===== config.mk =====
export PLATFORM = sky130hd
export DESIGN_NAME = vpf_core
export DESIGN_NICKNAME = d
export VERILOG_FILES = /design/src/core/vpf_pkg.sv /design/src/core/vpf_lane.sv /design/src/core/vpf_flag_gen.sv /design/src/core/vpf_core.sv
export SDC_FILE = /design/constraint.sdc
export NUM_CORES = 1
export LEC_CHECK = 0
export BUFFER_PORTS_ARGS = -buffer_cell sky130_fd_sc_hd__buf_4
export CAP_MARGIN = 20
export CELL_PAD_IN_SITES_DETAIL_PLACEMENT = 1
export CELL_PAD_IN_SITES_GLOBAL_PLACEMENT = 1
export CORE_AREA = 2 2 334 336
export DETAILED_ROUTE_END_ITERATION = 7
export DIE_AREA = 0 0 336 338
export GPL_ROUTABILITY_DRIVEN = 1
export PLACE_DENSITY = 0.62
export SYNTH_ARGS = -nofsm -noshare
export SYNTH_HDL_FRONTEND = slang
export SYNTH_SLANG_ARGS = --single-unit

===== constraint.sdc =====
create_clock -name clk_in -period 2.15 [get_ports clk_in]
set_input_delay 0.43 -clock clk_in [delete_from_list [all_inputs] [get_ports clk_in]]
set_output_delay 0.43 -clock clk_in [all_outputs]
set_load 0.05 [all_outputs]

===== src/core/vpf_pkg.sv =====
// Shared constants, operation codes and carrier structs of the vector
// predication and flag logic.
// Assumes a single core clock domain and one in-order request stream.
package vpf_pkg;

   // ---------------------------------------------------------------
   // Geometry
   // ---------------------------------------------------------------
   localparam int VPF_LANES = 8;
   localparam int VPF_EW    = 16;
   localparam int VPF_VW    = VPF_LANES * VPF_EW;
   localparam int VPF_PW    = VPF_LANES * 2;
   localparam int VPF_RW    = 64;
   localparam int VPF_PRED_LOW_REGS = 8;

   // ---------------------------------------------------------------
   // Register map and fields
   // ---------------------------------------------------------------
   localparam logic [3:0] VPF_REG_CTRL  = 4'h0;
   localparam logic [3:0] VPF_REG_FLAGS = 4'h4;
   localparam int VPF_CTRL_AHP   = 0;
   localparam int VPF_CTRL_DIT   = 1;
   localparam int VPF_CTRL_BF_LO = 4;
   localparam int VPF_CTRL_BF_HI = 7;
   localparam logic [7:0]  VPF_CTRL_RST = 8'h00;
   localparam logic [3:0]  VPF_FLAGS_RST = 4'h0;
   localparam logic [15:0] VPF_FM_RST = 16'hFFFF;
   localparam int VPF_FN = 3;
   localparam int VPF_FZ = 2;
   localparam int VPF_FC = 1;
   localparam int VPF_FV = 0;
   localparam int VPF_FP_SIGN = 15;

   // Scalar result widths
   localparam logic [1:0] VPF_SW8  = 2'h0;
   localparam logic [1:0] VPF_SW16 = 2'h1;
   localparam logic [1:0] VPF_SW32 = 2'h2;

   // ---------------------------------------------------------------
   // Operation codes
   // ---------------------------------------------------------------
   typedef enum logic [3:0] {
      VPF_OP_NOP    = 4'h0,
      VPF_OP_RDFM   = 4'h1,
      VPF_OP_RDFMS  = 4'h2,
      VPF_OP_WRFM   = 4'h3,
      VPF_OP_SETFM  = 4'h4,
      VPF_OP_FFLOAD = 4'h5,
      VPF_OP_PREDICATE_TEST  = 4'h6,
      VPF_OP_CMPEQ  = 4'h7,
      VPF_OP_VADD   = 4'h8,
      VPF_OP_FNEG16 = 4'h9,
      VPF_OP_BFNEG  = 4'hA,
      VPF_OP_LASTB  = 4'hB,
      VPF_OP_CTEQ   = 4'hC,
      VPF_OP_CTNE   = 4'hD
   } vpf_op_e;

   typedef struct packed {
      logic              valid;
      vpf_op_e           op;
      logic              predicated;
      logic              zeroing;
      logic              set_flags;
      logic [3:0]        pg_idx;
      logic [1:0]        swidth;
      logic [VPF_PW-1:0] pg;
      logic [VPF_PW-1:0] pa;
      logic [VPF_PW-1:0] pd_old;
      logic [VPF_VW-1:0] va;
      logic [VPF_VW-1:0] vb;
      logic [VPF_VW-1:0] vd_old;
      logic [VPF_RW-1:0] xa;
      logic [VPF_RW-1:0] xb;
   } vpf_req_s;

   typedef struct packed {
      logic              valid;
      logic              illegal;
      logic [VPF_VW-1:0] vec;
      logic [VPF_PW-1:0] pred;
      logic [VPF_RW-1:0] scalar;
      logic [3:0]        flags;
   } vpf_rsp_s;

endpackage


===== src/core/vpf_lane.sv =====
// One destination lane: active lanes take the new value, inactive lanes
// are zeroed or keep the old value.
// Assumes purely combinational use inside the core.
`timescale 1ns/1ps
`default_nettype none
module vpf_lane
#(
   parameter int W = 16
)
(
   input  wire logic         act_in,
   input  wire logic         zero_in,
   input  wire logic [W-1:0] new_in,
   input  wire logic [W-1:0] old_in,
   output logic      [W-1:0] lane_out
);
   wire logic [W-1:0] idle_val;

   assign idle_val = zero_in ? '0 : old_in;
   assign lane_out = act_in ? new_in : idle_val;

endmodule
`default_nettype wire


===== src/core/vpf_flag_gen.sv =====
// Condition flags from a per-lane boolean result and an active mask.
// Assumes lane 0 is the first lane in element order.
`timescale 1ns/1ps
`default_nettype none
module vpf_flag_gen
#(
   parameter int LANES = 8
)
(
   input  wire logic [LANES-1:0] res_in,
   input  wire logic [LANES-1:0] act_in,
   output logic      [3:0]       condition_flags_out
);
   logic first_v;
   logic last_v;
   logic seen_f;
   logic seen_l;

   always_comb
   begin
      first_v = 1'b0;
      last_v  = 1'b0;
      seen_f  = 1'b0;
      seen_l  = 1'b0;
      for (int i = 0; i < LANES; i++)
      begin
         if (act_in[i] && !seen_f)
         begin
            first_v = res_in[i];
            seen_f  = 1'b1;
         end
         if (act_in[LANES-1-i] && !seen_l)
         begin
            last_v = res_in[LANES-1-i];
            seen_l = 1'b1;
         end
      end
   end

   assign condition_flags_out[3] = first_v;
   assign condition_flags_out[2] = ~|(res_in & act_in);
   assign condition_flags_out[1] = ~last_v;
   assign condition_flags_out[0] = 1'b0;

endmodule
`default_nettype wire


===== src/core/vpf_core.sv =====
// Execution core: fault mask register, lane predication, scalar placement,
// half-precision and bfloat16 gating, condition flags and fixed timing.
// Assumes requests and register strobes come from logic on clk_in.
//
// Design decisions made here: the strobed register port and the register offsets.
`timescale 1ns/1ps
`default_nettype none

// Functional notes
// - Only fault-mask reads read mask directly
// - Only write/set-all ops write mask directly
// - Mask accesses occur in program order
// - Scalar result lands in low N bits
// - Bits above N up to RW cleared
// - Alternative half-precision bit is ignored
// - Half precision uses IEEE encoding only
// - Bfloat16 needs nonzero feature field
// - Governing TRUE makes lane active
// - Governing FALSE makes lane inactive
// - Predicated ops touch active lanes only
// - Unpredicated ops process every lane
// - Inactive lanes zeroed or merged
// - Many ops accept only low eight predicates
// - Governing predicate picks flag lanes
// - N set when first active lane TRUE
// - Z cleared when any active TRUE
// - C cleared when last active TRUE
// - V always cleared by default ops
// - Test and flagged read use source
// - Compare-terminate flags from scalar sources
// - Unpredicated timing data-independent under control
// - Predicated timing fixed for fixed predicate
module vpf_core
   import vpf_pkg::*;
#(
   parameter int         LANES      = vpf_pkg::VPF_LANES,
   parameter int         EW         = vpf_pkg::VPF_EW,
   parameter bit         HAS_GEN2   = 1'b1,
   parameter logic [3:0] BF16_RESET = 4'h1
)
(
   input  wire logic                     clk_in,
   input  wire logic                     resetn_in,
   input  wire logic [3:0]               reg_addr_in,
   input  wire logic [31:0]              reg_wdata_in,
   input  wire logic                     reg_wr_in,
   input  wire logic                     reg_rd_in,
   output logic      [31:0]              reg_rdata_out,
   input  wire vpf_pkg::vpf_req_s        req_in,
   output logic                          req_ready_out,
   output vpf_pkg::vpf_rsp_s             rsp_out,
   output logic      [3:0]               flags_out
);
   import vpf_pkg::*;

   if (LANES != VPF_LANES || EW != VPF_EW)
   begin : g_bad_geom
      $error("vpf_core: geometry must match the package");
   end

   // ----------------
   // State
   // ----------------
   typedef enum logic [1:0] {
      VPF_ST_IDLE = 2'b01,
      VPF_ST_HOLD = 2'b10
   } vpf_st_e;

   vpf_st_e           st_r;
   vpf_st_e           st_nxt;
   logic              ahp_r;
   logic              dit_r;
   logic [3:0]        bf_r;
   logic [3:0]        flags_r;
   logic [3:0]        flags_nxt;
   logic [VPF_PW-1:0] fm_r;
   logic [VPF_PW-1:0] fm_nxt;
   logic              ready_r;
   vpf_rsp_s          rsp_r;
   vpf_rsp_s          pend_r;
   vpf_rsp_s          calc;
   logic [31:0]       rdata_r;

   // ----------------
   // Decode
   // ----------------
   wire logic take;
   wire logic op_fm_rd;
   wire logic op_fm_wr;
   wire logic op_vec;
   wire logic op_fp;
   wire logic op_ct;
   wire logic low_only;
   wire logic bad_pg;
   wire logic bad_bf;
   wire logic illegal;

   assign take     = req_in.valid & ready_r;
   assign op_fm_rd = (req_in.op == VPF_OP_RDFM) | (req_in.op == VPF_OP_RDFMS);
   assign op_fm_wr = (req_in.op == VPF_OP_WRFM) | (req_in.op == VPF_OP_SETFM);
   assign op_fp    = (req_in.op == VPF_OP_FNEG16) | (req_in.op == VPF_OP_BFNEG);
   assign op_vec   = (req_in.op == VPF_OP_VADD) | op_fp;
   assign op_ct    = (req_in.op == VPF_OP_CTEQ) | (req_in.op == VPF_OP_CTNE);
   assign low_only = op_vec | (req_in.op == VPF_OP_CMPEQ) | (req_in.op == VPF_OP_LASTB);
   assign bad_pg   = req_in.predicated & low_only
                   & (req_in.pg_idx >= 4'(VPF_PRED_LOW_REGS));
   assign bad_bf   = (req_in.op == VPF_OP_BFNEG) & (bf_r == 4'h0);
   assign illegal  = bad_pg | bad_bf;

   // ----------------
   // Active lanes and per-lane sources
   // ----------------
   logic [LANES-1:0] act;
   logic [LANES-1:0] pa_b;
   logic [LANES-1:0] fm_b;
   logic [LANES-1:0] eq_b;
   logic [LANES-1:0] pres_b;
   logic [VPF_VW-1:0] vnew;
   logic [VPF_VW-1:0] vres;
   logic [VPF_PW-1:0] pnew;
   logic [VPF_PW-1:0] pres;
   logic [EW-1:0]     last_el;

   genvar g;
   generate
      for (g = 0; g < LANES; g++)
      begin : g_lane
         wire logic [EW-1:0] a_el;
         wire logic [EW-1:0] b_el;

         assign a_el = req_in.va[g*EW +: EW];
         assign b_el = req_in.vb[g*EW +: EW];
         assign act[g]  = req_in.predicated ? req_in.pg[2*g] : 1'b1;
         assign pa_b[g] = req_in.pa[2*g];
         assign fm_b[g] = fm_r[2*g];
         assign eq_b[g] = (a_el == b_el);
         assign pnew[2*g +: 2] = {1'b0, pres_b[g]};

         // Sign flip in the IEEE layout; the alternative format bit never
         // reaches this path
         assign vnew[g*EW +: EW] = op_fp ? (a_el ^ (EW'(1) << VPF_FP_SIGN))
                                         : EW'(a_el + b_el);

         vpf_lane #(.W(EW)) u_vlane
         (
            .act_in   (act[g]),
            .zero_in  (req_in.zeroing),
            .new_in   (vnew[g*EW +: EW]),
            .old_in   (req_in.vd_old[g*EW +: EW]),
            .lane_out (vres[g*EW +: EW])
         );

         vpf_lane #(.W(2)) u_plane
         (
            .act_in   (act[g]),
            .zero_in  (req_in.zeroing),
            .new_in   (pnew[2*g +: 2]),
            .old_in   (req_in.pd_old[2*g +: 2]),
            .lane_out (pres[2*g +: 2])
         );
      end
   endgenerate

   // Boolean predicate result per operation
   always_comb
   begin
      case (req_in.op)
         VPF_OP_RDFM,
         VPF_OP_RDFMS: pres_b = fm_b;
         VPF_OP_CMPEQ: pres_b = eq_b;
         default:      pres_b = pa_b;
      endcase
   end

   // Last active element for scalar extraction
   always_comb
   begin
      last_el = '0;
      for (int i = 0; i < LANES; i++)
      begin
         if (act[i])
            last_el = req_in.va[i*EW +: EW];
      end
   end

   // ----------------
   // Scalar placement
   // ----------------
   wire logic [VPF_RW-1:0] smask;
   wire logic [VPF_RW-1:0] scal;

   assign smask = (req_in.swidth == VPF_SW8)  ? 64'hFF :
                  (req_in.swidth == VPF_SW16) ? 64'hFFFF :
                  (req_in.swidth == VPF_SW32) ? 64'hFFFF_FFFF :
                                                '1;
   assign scal  = VPF_RW'(last_el) & smask;

   // ----------------
   // Condition flags
   // ----------------
   wire logic [3:0] pflags;
   wire logic       ct_hit;

   vpf_flag_gen #(.LANES(LANES)) u_flags
   (
      .res_in   (pres_b),
      .act_in   (act),
      .condition_flags_out (pflags)
   );

   assign ct_hit = (req_in.op == VPF_OP_CTEQ) ? (req_in.xa == req_in.xb)
                                              : (req_in.xa != req_in.xb);

   always_comb
   begin
      flags_nxt = flags_r;
      if (op_ct)
      begin
         flags_nxt[VPF_FN] = ct_hit;
         flags_nxt[VPF_FV] = ~ct_hit & ~flags_r[VPF_FC];
      end
      else if (req_in.set_flags || req_in.op == VPF_OP_PREDICATE_TEST || req_in.op == VPF_OP_RDFMS)
         flags_nxt = pflags;
   end

   // ----------------
   // Fault mask next value
   // ----------------
   always_comb
   begin
      case (req_in.op)
         VPF_OP_SETFM:  fm_nxt = VPF_FM_RST;
         VPF_OP_WRFM:   fm_nxt = req_in.pa;
         // Faulting active lanes clear mask bits; nothing sets them
         VPF_OP_FFLOAD:
         begin
            fm_nxt = fm_r;
            for (int i = 0; i < LANES; i++)
            begin
               if (act[i] && req_in.pa[2*i])
                  fm_nxt[2*i +: 2] = 2'b00;
            end
         end
         default:       fm_nxt = fm_r;
      endcase
   end

   // ----------------
   // Response
   // ----------------
   always_comb
   begin
      calc         = '0;
      calc.valid   = 1'b1;
      calc.illegal = illegal;
      calc.flags   = flags_r;
      if (!illegal)
      begin
         calc.flags = flags_nxt;
         if (op_vec)
            calc.vec = vres;
         if (req_in.op == VPF_OP_LASTB)
            calc.scalar = scal;
         if (req_in.op == VPF_OP_RDFM && !req_in.predicated)
            calc.pred = fm_r;
         else if (op_fm_rd || req_in.op == VPF_OP_CMPEQ)
            calc.pred = pres;
      end
   end

   // ----------------
   // Timing: the second cycle is taken only on data with work to do,
   // unless the timing control pins it
   // ----------------
   wire logic dit_on;
   wire logic data_slow;
   wire logic slow;

   assign dit_on    = HAS_GEN2 & dit_r;
   assign data_slow = op_vec & (|(req_in.va & req_in.vb));
   assign slow      = dit_on ? (~req_in.predicated | (|act))
                             : data_slow;

   always_comb
   begin
      st_nxt = st_r;
      case (st_r)
         VPF_ST_IDLE: if (take && slow) st_nxt = VPF_ST_HOLD;
         VPF_ST_HOLD: st_nxt = VPF_ST_IDLE;
         default:     st_nxt = VPF_ST_IDLE;
      endcase
   end

   // State and architectural updates happen at acceptance, one request
   // at a time, so every mask access is ordered by issue order
   always_ff @(posedge clk_in or negedge resetn_in)
   begin
      if (!resetn_in)
      begin
         st_r    <= VPF_ST_IDLE;
         ready_r <= 1'b1;
         fm_r    <= VPF_FM_RST;
         flags_r <= VPF_FLAGS_RST;
         pend_r  <= '0;
         rsp_r   <= '0;
      end
      else
      begin
         st_r    <= st_nxt;
         ready_r <= (st_nxt == VPF_ST_IDLE);
         rsp_r   <= '0;
         if (st_r == VPF_ST_HOLD)
            rsp_r <= pend_r;
         if (take && !illegal)
         begin
            fm_r    <= fm_nxt;
            flags_r <= flags_nxt;
         end
         if (take && slow)
            pend_r <= calc;
         else if (take)
            rsp_r <= calc;
      end
   end

   // ----------------
   // Register port
   // ----------------
   wire logic        wr_ctrl;
   wire logic [31:0] rd_mux;

   assign wr_ctrl = reg_wr_in & (reg_addr_in == VPF_REG_CTRL);
   assign rd_mux  = (reg_addr_in == VPF_REG_CTRL)  ? {24'h0, bf_r, 2'h0, dit_r, ahp_r} :
                    (reg_addr_in == VPF_REG_FLAGS) ? {28'h0, flags_r} :
                                                     32'h0;

   always_ff @(posedge clk_in or negedge resetn_in)
   begin
      if (!resetn_in)
      begin
         ahp_r   <= VPF_CTRL_RST[VPF_CTRL_AHP];
         dit_r   <= VPF_CTRL_RST[VPF_CTRL_DIT];
         bf_r    <= BF16_RESET;
         rdata_r <= 32'h0;
      end
      else
      begin
         if (wr_ctrl)
         begin
            ahp_r <= reg_wdata_in[VPF_CTRL_AHP];
            dit_r <= reg_wdata_in[VPF_CTRL_DIT];
            bf_r  <= reg_wdata_in[VPF_CTRL_BF_HI:VPF_CTRL_BF_LO];
         end
         rdata_r <= reg_rd_in ? rd_mux : 32'h0;
      end
   end

   assign reg_rdata_out = rdata_r;
   assign req_ready_out = ready_r;
   assign rsp_out       = rsp_r;
   assign flags_out     = flags_r;

endmodule
`default_nettype wire


==> qor.csv <==
metric,value,unit
outcome,"finished, violations left",
tightest_slew,0.947,ns
timing.clock.skew,0.0232,ns
min-delay-path-class,input pin to flop,
placedCellCount,6008,
cell_count_final_fillers_out,6271,
syn_area,26000,um^2
clkTransAtPathRegs,0.07,ns
firstDrtPassIters,5,
sinks_on_clock_net,369,
die_area,114000,um^2
synth.cells.most_frequent,"o21ai_0, nand2_1, dfrtp_1",
area_delta_synth_final,81.2,%
power.internal,18.7,mW
placeableCoreArea,110000,um^2
synthDominantCellAreaShare,33.7,%
final_layout_size_suffix_gt1_share,50.5,%
grt_setup_unrepaired,true,
synth-main-ff-cell,dfrtp_1,
tritoncts,built,
final-hold-violation-count,0,
antenna_found_initial,38,
sw_frac_of_total,37.6,%
switching_power,11.3,mW
first_global_vias,34300,
comb_power_share,42.7,%
io_pins,865,
clock_tree.htree_level_count,2,
post-route-drc-count,0,
synth.distinct_cells,79,
ant_nets,0,
wl_per_cell,29.4,um
first_pass_grt_wire_length,250,mm
cts_made_buffers,49,
yosys.area.top_type,dfrtp_1,
fin_ws,-0.484,ns
critical_path_class,input pin to flop,
multiInputGateArea,18600,um^2
synth.yosys.seq_area_share,35.6,%
path_max_fanout,7,
finalWorstPathRequiredPeriod,2.63,ns
number_of_synthesized_flops_with_an_enable_pin,0,
seq_power_share,27.5,%
synthesis.instances,3167,
totalWireLength,184,mm
timing.fmax,380,MHz
grt_overflow_total,0,
gp_congestion,0.948,
proportion_of_power_drawn_by_the_clock_network,29.7,%
async_sr_flop_fraction,100,%
maximum_number_of_pins_on_one_net_before_global_route_repair,82,
violations,setup timing,
pwr_per_cell_area,638,nW/um^2
data_arrival_critical_path,3.18,ns
leakagePower,22.0,nW
clockBufferDepth,3,
finalSetupViolations,336,
postSynthRegisterBits,369,
final-seq-area,9260,um^2
whs,0.0752,ns
die_height,338,um
detailed_place_hpwl,137,mm
placement_rows,122,
vdd_ir_drop_max,0.547,mV
via_per_inst,5.34,
drv_cap,0,
global_route.usage.total,30.6,%
worst_slew_margin_rel,36.3,%
nFillCells,12700,
initial_core_util,23.6,%
startpoint_kind_of_the_worst_setup_timing_path,input pin,
maxSlewViolCount,0,
num-nets-final,5467,
detailedRoute.firstIterationViolations,2526,
clk-insertion-delay-late,0.67,ns
yosys.cell_count.top_type,o21ai_0,
postSynthAreaPerCell,8.21,um^2
min_period_over_period,123,%
floorplan.die.width,336,um
vias,33500,
yosys_warnings,0,
worstSetupEndpointType,flop,
required_time_worst_endpoint,2.69,ns
io_buffers,755,
yosys-top-cells-area,"dfrtp_1, o21ai_0, ha_1",
root_buffer,clkbuf_16,
==> layout by cell type (no fill, tap or decap), drive strengths merged, types with 55 or more instances in the layout <==
| cell type | instances |
|---|---|
| nand2 | 375 |
| inv | 55 |
| dfrtp | 350 |
| buf | 1691 |
| conb | 72 |
| nor2 | 173 |
| nor4 | 80 |
| nand3 | 188 |
| a21oi | 221 |
| a211oi | 63 |
| clkbuf | 73 |
| o21ai | 456 |
| ha | 128 |
| xor2 | 94 |
==> power by group through the flow <==
| stage | clock network (mW) | registers, mW | logic (mW) |
|---|---|---|---|
| CTS | 9.07 | 8.11 | 12.0 |
| global placement | 0 | 8.15 | 9.10 |
| finish | 8.94 | 8.28 | 12.8 |
| floorplan | 0 | 8.45 | 4.01 |
| detailed placement | 0 | 8.18 | 9.21 |
| global route | 9.34 | 8.34 | 13.4 |
==> worst max-delay path: stages <==
cell and delay [ns]:
buf_8 0.11, ha_4 0.17, nor4_4 0.43, buf_4 0.21
nand4_1 0.19, nor4_4 0.23, a311oi_2 0.17, or3_4 0.44
buf_12 0.16, buf_12 0.15, buf_12 0.13, buf_16 0.14
nand3_1 0.10, o21ai_2 0.07
==> timing repair <==
action                     in CTS  in global routing
pin swaps                     172                188
gates cloned                   68                 13
hold buffers                    7                  0
resized for setup             576                520
setup buffers                  65                 29
setup endpoints to repair     354                340
hold endpoints to repair       35                  0
==> flip-flops by register name, summed over array words and instances, names as in the netlist, 2 cells and up <==
| signal | flops |
|---|---|
| pend_r | 166 |
| rsp_out | 166 |
| fm_r | 16 |
| reg_rdata_out | 8 |
| bf_r | 4 |
| flags_out | 4 |
| st_r | 2 |
==> through the flow <==
| step | setup TNS [ns] | instance area (um^2) | power, mW | setup WS, ns | utilization, % |
|---|---|---|---|---|---|
| 6_report | -114.54 | 47100 | 30.0 | -0.484 | 42.8 |
| 5_1_grt | -124.46 | 47100 | 31.1 | -0.523 | 42.8 |
| 4_1_cts | -100.96 | 45300 | 29.2 | -0.417 | 41.2 |
| 3_5_place_dp | -529.96 | 39400 | 17.4 | -1.67 | 35.8 |
| 3_3_place_gp | -484.83 | 39400 | 17.2 | -1.57 | 35.8 |
| 2_1_floorplan | -134.86 | 26600 | 12.5 | -0.533 | - |
==> cells by family after synthesis <==
logic type | synth area share [%]
AO/OA/AOI/OAI | 26.0
XOR/XNOR | 4.75
adder cells (fa/ha/maj) | 6.77
buffers and inverters | 6.19
flip-flops | 35.6
multiplexers | 1.45
other | 0.0144
AND/OR/NAND/NOR | 19.2
==> final timing paths <==
path	start	end	slack, ns	cells after the start
worst max-delay path	req_in[393]	rsp_out[6]$_DFF_PN0_	-0.48	14
worst min-delay path	req_in[541]	fm_r[13]$_DFFE_PN1P_	0.08	3
worst max register to register	bf_r[1]$_DFFE_PN0P_	pend_r[200]$_DFFE_PN0P_	-0.10	7
worst min register to register	pend_r[154]$_DFFE_PN0P_	pend_r[154]$_DFFE_PN0P_	0.48	2
max in group asynchronous	resetn_in	fm_r[9]$_DFFE_PN1P_	1.02	3
min in group asynchronous	resetn_in	rsp_out[168]$_DFF_PN0_	0.28	2
==> per-layer routing <==
metal	up-vias	global-route usage [%]	part of all wire, %
met1	17000	38.3	41
met4	18	12.6	4.8
li1	14700	-	-
met2	1397	51.9	48
met3	344	5.54	6.9
met5	-	0	0.066
==> final cells by class <==
cell class                 count  share of cell area [%]
multi-input combinational   2537                    39.5
timing repair buffer        1708                    32.8
sequential                   369                    19.6
tap                         1488                    3.95
clock buffer                  63                    2.93
clock inverter                26                   0.664
inverter                      52                   0.430
antenna                       28                   0.149
Power figures use the tool's default switching activity.
